===== config.mk =====
export PLATFORM = sky130hd
export DESIGN_NAME = prt_timer
export DESIGN_NICKNAME = d
export VERILOG_FILES = /design/src/prt_pkg.sv /design/src/prt_timer.sv
export SDC_FILE = /design/constraint.sdc
export NUM_CORES = 1
export LEC_CHECK = 0
export ABC_CLOCK_PERIOD_IN_PS = 2200
export BUFFER_PORTS_ARGS = -buffer_cell sky130_fd_sc_hd__clkbuf_2
export CORE_ASPECT_RATIO = 0.6
export CORE_MARGIN = 2
export CORE_UTILIZATION = 40
export CTS_CLUSTER_DIAMETER = 100
export CTS_CLUSTER_SIZE = 40
export DETAILED_ROUTE_END_ITERATION = 16
export PLACE_DENSITY = 0.57
export SKIP_LAST_GASP = 1
export SLEW_MARGIN = 15
export SYNTH_ARGS = -nofsm -noshare
export SYNTH_HDL_FRONTEND = slang
export SYNTH_SLANG_ARGS = --single-unit

===== constraint.sdc =====
create_clock -name clk_in -period 2.2 [get_ports clk_in]
set_input_delay 0.33 -clock clk_in [delete_from_list [all_inputs] [get_ports clk_in]]
set_output_delay 0.33 -clock clk_in [all_outputs]
set_load 0.01 [all_outputs]

===== src/prt_pkg.sv =====
// Shared constants and types for the periodic timer block
package prt_pkg;
   localparam int CW = 10;
   localparam logic [7:0] OFS_CTRL0 = 8'h00;
   localparam logic [7:0] OFS_CTRL1 = 8'h04;
   localparam logic [7:0] OFS_CNT_LO = 8'h08;
   localparam logic [7:0] OFS_CNT_HI = 8'h0c;
   localparam logic [7:0] OFS_A_LO = 8'h10;
   localparam logic [7:0] OFS_A_HI = 8'h14;
   localparam logic [7:0] OFS_P_LO = 8'h18;
   localparam logic [7:0] OFS_P_HI = 8'h1c;
   localparam logic [7:0] OFS_FLAGS = 8'h20;
   localparam int ON_BIT = 0;
   localparam int AF_BIT = 0;
   localparam int PF_BIT = 1;
   localparam logic [1:0] MODE_CMP = 2'h0;
   localparam logic [1:0] MODE_CAP = 2'h1;
   localparam logic [1:0] MODE_PWM = 2'h2;
   localparam logic [1:0] MODE_TC = 2'h3;
   localparam logic [1:0] FN_INACT = 2'h0;
   localparam logic [1:0] FN_ACT = 2'h1;
   localparam logic [1:0] FN_PWM = 2'h2;
   localparam logic [1:0] FN_PULSE = 2'h3;
   localparam logic [CW-1:0] CNT_RESET = 10'h000;
   localparam logic [CW-1:0] CMP_RESET = 10'h000;
   localparam logic [CW-1:0] CNT_ONE = 10'h001;

   // Control one layout, bit 7 down to bit 0
   typedef struct packed {
      logic [1:0] mode_field;
      logic [1:0] output_function_field;
      logic output_control_bit;
      logic output_polarity_bit;
      logic spare_bit;
      logic clear_select_bit;
   } prt_ctrl_t;

   localparam prt_ctrl_t CTRL_RESET = 8'h00;
endpackage


===== src/prt_timer.sv =====
// Periodic timer: 10-bit counter, compare A and P, four output modes, APB registers
//
// Our own choices: the address map and the APB interface to the registers.
`timescale 1ns/10ps
`default_nettype none
module prt_timer
   import prt_pkg::*;
(
   input wire logic clk_in,              // 250 MHz clock
   input wire logic reset_n_in,          // Async reset, active low
   input wire logic psel_in,             // APB select
   input wire logic penable_in,          // APB enable
   input wire logic pwrite_in,           // APB write
   input wire logic [7:0] paddr_in,      // APB byte address
   input wire logic [31:0] pwdata_in,    // APB write data
   output logic [31:0] prdata_out,       // APB read data
   output logic pready_out,              // APB ready
   output logic pslverr_out,             // APB error on unmapped address
   input wire logic tick_in,             // Selected timer clock tick, one cycle
   input wire logic ext_pin_in,          // External start pin level; a rising edge starts the single pulse
   output logic out_pin_out,             // Timer output pin level
   output logic out_en_out,              // Timer output pin drive enable
   output logic flag_a_out,              // Compare A flag
   output logic flag_p_out               // Compare P flag
);
   logic rst_meta_q;
   logic rst_n_q;
   prt_ctrl_t ctrl_q, ctrl_d;
   logic on_q, on_d;
   logic on_prev_q, on_prev_d;
   logic ext_prev_q, ext_prev_d;
   logic [CW-1:0] cnt_q, cnt_d;
   logic [CW-1:0] a_q, a_d;
   logic [CW-1:0] p_q, p_d;
   logic af_q, af_d;
   logic pf_q, pf_d;
   logic pin_q, pin_d;
   logic [31:0] prdata_q, prdata_d;
   logic pready_q, pready_d;
   logic pslverr_q, pslverr_d;
   logic out_q, out_d;
   logic oe_q, oe_d;
   logic setup, wr, on_rise, run, am, pm, single, pwm, cmp_like, ext_edge, raw, full;
   logic [CW-1:0] nxt;

   // Reset is released through two flops so deassertion is clean
   always_ff @(posedge clk_in or negedge reset_n_in)
   begin
      if (!reset_n_in)
      begin
         rst_meta_q <= 1'b0;
         rst_n_q <= 1'b0;
      end
      else
      begin
         rst_meta_q <= 1'b1;
         rst_n_q <= rst_meta_q;
      end
   end

   // Bus strobes; the slave answers in the first access cycle with no wait states
   assign setup = psel_in & ~penable_in;
   assign wr = psel_in & penable_in & pready_q & pwrite_in;

   // Bus answer group
   always_comb
   begin
      prdata_d = prdata_q;
      pready_d = setup;
      pslverr_d = 1'b0;
      // Register read, captured in the setup cycle so access needs no wait
      if (setup)
      begin
         prdata_d = 32'h0000_0000;
         unique case (paddr_in)
            OFS_CTRL0: prdata_d[ON_BIT] = on_q;
            OFS_CTRL1: prdata_d[7:0] = ctrl_q;
            OFS_CNT_LO: prdata_d[7:0] = cnt_q[7:0];
            OFS_CNT_HI: prdata_d[1:0] = cnt_q[9:8];
            OFS_A_LO: prdata_d[7:0] = a_q[7:0];
            OFS_A_HI: prdata_d[1:0] = a_q[9:8];
            OFS_P_LO: prdata_d[7:0] = p_q[7:0];
            OFS_P_HI: prdata_d[1:0] = p_q[9:8];
            OFS_FLAGS:
            begin
               prdata_d[AF_BIT] = af_q;
               prdata_d[PF_BIT] = pf_q;
            end
            default: pslverr_d = 1'b1;
         endcase
      end
   end

   always_ff @(posedge clk_in or negedge rst_n_q)
   begin
      if (!rst_n_q)
      begin
         prdata_q <= 32'h0000_0000;
         pready_q <= 1'b0;
         pslverr_q <= 1'b0;
      end
      else
      begin
         prdata_q <= prdata_d;
         pready_q <= pready_d;
         pslverr_q <= pslverr_d;
      end
   end

   // Timer state group
   always_comb
   begin
      ctrl_d = ctrl_q;
      on_d = on_q;
      a_d = a_q;
      p_d = p_q;
      af_d = af_q;
      pf_d = pf_q;
      cnt_d = cnt_q;
      pin_d = pin_q;
      on_prev_d = on_q;
      ext_prev_d = ext_pin_in;
      if (wr)
      begin
         unique case (paddr_in)
            OFS_CTRL0: on_d = pwdata_in[ON_BIT];
            OFS_CTRL1: ctrl_d = pwdata_in[7:0];
            OFS_A_LO: a_d[7:0] = pwdata_in[7:0];
            OFS_A_HI: a_d[9:8] = pwdata_in[1:0];
            OFS_P_LO: p_d[7:0] = pwdata_in[7:0];
            OFS_P_HI: p_d[9:8] = pwdata_in[1:0];
            OFS_FLAGS:
            begin
               // Write one to clear; a hardware set below still wins
               af_d = af_q & ~pwdata_in[AF_BIT];
               pf_d = pf_q & ~pwdata_in[PF_BIT];
            end
            default: ;
         endcase
      end
      cmp_like = ctrl_q.mode_field != MODE_PWM;
      pwm = (ctrl_q.mode_field == MODE_PWM) & (ctrl_q.output_function_field != FN_PULSE);
      single = (ctrl_q.mode_field == MODE_PWM) & (ctrl_q.output_function_field == FN_PULSE);
      on_rise = on_q & ~on_prev_q;
      run = on_q & ~on_rise & tick_in;
      nxt = cnt_q + CNT_ONE;
      // Match on the count about to be reached; P of zero matches at the wrap
      pm = run & (nxt == p_q);
      am = run & (nxt == a_q) & (~cmp_like | (a_q != CMP_RESET));
      ext_edge = single & ext_pin_in & ~ext_prev_q;
      if (on_rise)
      begin
         cnt_d = CNT_RESET;
         pin_d = ctrl_q.output_control_bit;
      end
      else if (run)
      begin
         cnt_d = nxt;
         if (single)
         begin
            if (am)
            begin
               on_d = 1'b0;
               af_d = 1'b1;
            end
         end
         else if (pwm)
         begin
            if (pm)
               cnt_d = CNT_RESET;
            if (pm)
               pf_d = 1'b1;
            if (am)
               af_d = 1'b1;
         end
         else
         begin
            if (am)
               af_d = 1'b1;
            if (ctrl_q.clear_select_bit)
            begin
               if (am)
                  cnt_d = CNT_RESET;
            end
            else if (pm)
            begin
               cnt_d = CNT_RESET;
               pf_d = 1'b1;
            end
            if (am)
            begin
               unique case (ctrl_q.output_function_field)
                  FN_INACT: pin_d = pin_q;
                  FN_ACT: pin_d = 1'b0;
                  FN_PWM: pin_d = 1'b1;
                  FN_PULSE: pin_d = ~pin_q;
               endcase
            end
         end
      end
      // Pin edge start beats any software write in the same cycle
      if (ext_edge)
         on_d = 1'b1;
   end

   // Output group: pin level and drive enable
   always_comb
   begin
      // Full duty when A reaches a nonzero period; a zero period never saturates
      full = (p_q != CMP_RESET) & (a_q >= p_q);
      raw = full | (cnt_q < a_q);
      out_d = 1'b0;
      oe_d = 1'b0;
      if (single)
      begin
         out_d = (on_q ? ctrl_q.output_control_bit : ~ctrl_q.output_control_bit)
            ^ ctrl_q.output_polarity_bit;
         oe_d = 1'b1;
      end
      else if (pwm)
      begin
         unique case (ctrl_q.output_function_field)
            FN_INACT: out_d = ~ctrl_q.output_control_bit;
            FN_ACT: out_d = ctrl_q.output_control_bit;
            default: out_d = raw ? ctrl_q.output_control_bit : ~ctrl_q.output_control_bit;
         endcase
         out_d = out_d ^ ctrl_q.output_polarity_bit;
         oe_d = 1'b1;
      end
      else if (ctrl_q.mode_field == MODE_CMP)
      begin
         out_d = pin_q ^ ctrl_q.output_polarity_bit;
         oe_d = 1'b1;
      end
      // Timer/counter and capture settings leave the pin undriven
   end

   always_ff @(posedge clk_in or negedge rst_n_q)
   begin
      if (!rst_n_q)
      begin
         ctrl_q <= CTRL_RESET;
         on_q <= 1'b0;
         on_prev_q <= 1'b0;
         ext_prev_q <= 1'b0;
         cnt_q <= CNT_RESET;
         a_q <= CMP_RESET;
         p_q <= CMP_RESET;
         af_q <= 1'b0;
         pf_q <= 1'b0;
         pin_q <= 1'b0;
      end
      else
      begin
         ctrl_q <= ctrl_d;
         on_q <= on_d;
         on_prev_q <= on_prev_d;
         ext_prev_q <= ext_prev_d;
         cnt_q <= cnt_d;
         a_q <= a_d;
         p_q <= p_d;
         af_q <= af_d;
         pf_q <= pf_d;
         pin_q <= pin_d;
      end
   end

   // Pin and enable are registered so the top outputs come straight from flops
   always_ff @(posedge clk_in or negedge rst_n_q)
   begin
      if (!rst_n_q)
      begin
         out_q <= 1'b0;
         oe_q <= 1'b0;
      end
      else
      begin
         out_q <= out_d;
         oe_q <= oe_d;
      end
   end

   assign prdata_out = prdata_q;
   assign pready_out = pready_q;
   assign pslverr_out = pslverr_q;
   assign out_pin_out = out_q;
   assign out_en_out = oe_q;
   assign flag_a_out = af_q;
   assign flag_p_out = pf_q;
endmodule
`default_nettype wire


==> results.json <==
{
  "crit_slowest_cell": "dfrtp_2",
  "vias": 4113,
  "yosys.area_share.simple": 0.197,
  "ir_drop_mv": 0.331,
  "fillers": 931,
  "root_buffer": "clkbuf_16",
  "gp_congestion": 0.960,
  "die_h_um": 83.4,
  "avgSynthCellArea_um2": 9.20,
  "p_leak_nw": 2.65,
  "worstPathMaxFanout": 5,
  "cts_buffers": 9,
  "slew_headroom": 0.542,
  "p_per_area_mw_per_mm2": 498,
  "ys_ff_latch": 58,
  "period_needed_ps": 2580,
  "critPathLaunchType": "flop",
  "synth-compound-area-share": 0.181,
  "r2r_slack_ps": -380,
  "routedWlPerCell_um": 19.7,
  "outcome": "finished with violations",
  "antenna_left": 0,
  "synth_top_family_by_area": "simple AND/OR/NAND/NOR gates",
  "ys_warn_count": 0,
  "multi_input_area_mm2": 0.00262,
  "grt_pass1_vias": 3796,
  "finalCritPeriodShare": 1.17,
  "seq_area_mm2": 0.00146,
  "maxSlewViolCount": 0,
  "skew_ps": 4.68,
  "coreArea_mm2": 0.0101,
  "antenna_found_initial": 0,
  "netlist.top_cell.by_area": "dfrtp_1",
  "synth_edf_count": 0,
  "post-dp-hpwl_mm": 11.0,
  "min_path_type": "in -> reg",
  "cts.path.max_buffers": 2,
  "io_buffers": 36,
  "netlist_area_mm2": 0.00420,
  "fmax_mhz": 388,
  "worst_slew_pin_slew_ps": 687,
  "hold_violations": 0,
  "clock-sinks": 58,
  "viasPerCell": 5.63,
  "cts.clk_slew.worst_paths_ps": 60,
  "postLayoutCellArea_mm2": 0.00572,
  "synth_xor_xnor_area_share": 0.0408,
  "grt_max_degree": 31,
  "synth_cell_types": 65,
  "gr-usage-all-layers": 0.258,
  "max_cap_violations": 0,
  "critPathMaxStageDelay_ps": 440,
  "cts_tree": "built",
  "grt-ovfl-total": 0,
  "nNetsFinal": 658,
  "critical_path_buf_inv_count": 2,
  "drt-initial-drc-count": 356,
  "die_x_um": 136,
  "setup_violations": 15,
  "cp.required_ps": 2430,
  "synth_common_cells": "dfrtp_1 (58), nand2_1 (35), inv_1 (30)",
  "rsz0062_at_grt": "true",
  "htreeDepth": 3,
  "cp_cell_sequence": "buf_4, and3_1, nand2_1, or3_1, nand4_1, nor4b_4, or3_4, buf_6, o41ai_2",
  "antenna_cells": 0,
  "core.rowCount": 28,
  "synth_fa_ha_area_frac": 0.0625,
  "path_delay_family": "simple AND/OR/NAND/NOR gates",
  "area_growth_pct": 36.1,
  "drive_above_1_share": 0.403,
  "critPathKind": "reg -> reg",
  "synthMostInstantiatedCell": "dfrtp_1",
  "critical_path_arrival_ps": 2810,
  "dieArea_mm2": 0.0114,
  "fin_setup_tns_ps": -4700,
  "fin_ws_ps": -379,
  "drcViolationCount": 0,
  "synthFlopType": "dfrtp_1",
  "violations": "negative setup slack",
  "placed_area_mm2": 0.00512,
  "hold_ws_ps": 117,
  "synth_area_leaders": "dfrtp_1 (35%), mux2_2 (6.4%), ha_1 (6.3%)",
  "grt_pass1_wl_mm": 22.0,
  "post-place-ws_ps": -431,
  "worstSetupEndpointType": "flop",
  "drtPass1Iterations": 5,
  "start_util": 0.418,
  "synthMuxAreaShare": 0.0717,
  "clk_latency_ps": 340,
  "yosysTopAreaCellShare": 0.345,
  "ios": 85,
  "synth-async-reset-ratio": 1.00,
  "synth_cells": 457,
  "routed_wl_mm": 14.4,
  "ys_seq_area_frac": 0.345
}
where the power goes:
group	switching, mW	internal, mW	leakage (nW)	total, mW
registers	0.0423	1.11	0.743	1.15
logic	0.168	0.132	1.77	0.300
clock network	0.526	0.873	0.136	1.40
placed cells by master, fill, tap and decap left out, types with 5 or more instances in the layout:
master	count
mux2_2	24
a222oi_1	6
clkbuf_2	36
nor2_1	24
nor2b_1	7
nand2_1	33
xnor2_1	12
conb_1	25
a21oi_1	11
nor4_1	14
dfrtp_1	49
o211ai_1	8
nand3_1	16
nand4_1	7
nor3_1	7
clkbuf_16	9
o21ai_1	12
buf_6	10
or3_1	5
dfrtp_2	9
and3_1	6
a31oi_1	8
inv_1	28
buf_4	96
ha_1	17
o21ai_0	12
o31ai_2	6
final timing paths:
path / depth (start not counted) / to / start
worst max-delay path: 9 / cnt_q[8] / cnt_q[0]
worst min-delay path: 1 / ext_prev_q / ext_pin_in
worst max register to register: 9 / cnt_q[8] / cnt_q[0]
worst min register to register: 0 / cnt_q[7] / rst_n_q
max in group asynchronous: 1 / a_q[6] / rst_n_q
min in group asynchronous: 2 / rst_n_q / reset_n_in
metrics by stage:
stage / util / cells / power, mW
after floorplan: - / 480 / 1.33
after global placement: 0.509 / 702 / 1.44
after detailed placement: 0.509 / 702 / 1.44
after CTS: 0.548 / 722 / 2.84
after global routing: 0.569 / 730 / 2.96
final: 0.569 / 730 / 2.85
cells by family after synthesis:
group / Yosys count
xor gates and xnor gates: 18
buffers and inverters: 77
AOI/OAI and AO/OA: 102
DFF: 58
other: 2
muxes: 27
and+or+nand+nor: 152
adders and majority gates: 21
registers in the layout, summed over array words and instances (netlist names):
name,count
ctrl_q,8
ext_prev_q,1
prdata_out,8
rst_meta_q,1
out_pin_out,1
a_q,10
pslverr_out,1
on_prev_q,1
p_q,10
rst_n_q,1
out_en_out,1
flag_p_out,1
pin_q,1
pready_out,1
flag_a_out,1
on_prev_d,1
cnt_q,10
area by class of cell:
class / count / area share
Timing Repair Buffer: 145 / 0.186
Clock inverter: 5 / 0.00963
Inverter: 31 / 0.0208
Sequential cell: 58 / 0.256
Clock buffer: 11 / 0.0407
Tap cell: 135 / 0.0295
Multi-Input combinational cell: 345 / 0.458
routing by layer:
layer | vias up | global-route usage | share of wire
met5 | - | 0 | 0
met4 | 0 | 0.0464 | 0.0085
met3 | 17 | 0.0611 | 0.082
met2 | 178 | 0.326 | 0.39
met1 | 2013 | 0.430 | 0.52
li1 | 1905 | - | -
what timing repair did:
action / CTS / global route
hold buffers: 1 / 0
hold endpoints to repair: 2 / 0
pin swaps: 10 / 19
gates cloned: 0 / 1
setup endpoints to repair: 15 / 15
gates resized for setup: 19 / 40
buffers inserted: 3 / 9
No activity file was read; power rests on OpenSTA's default activity.
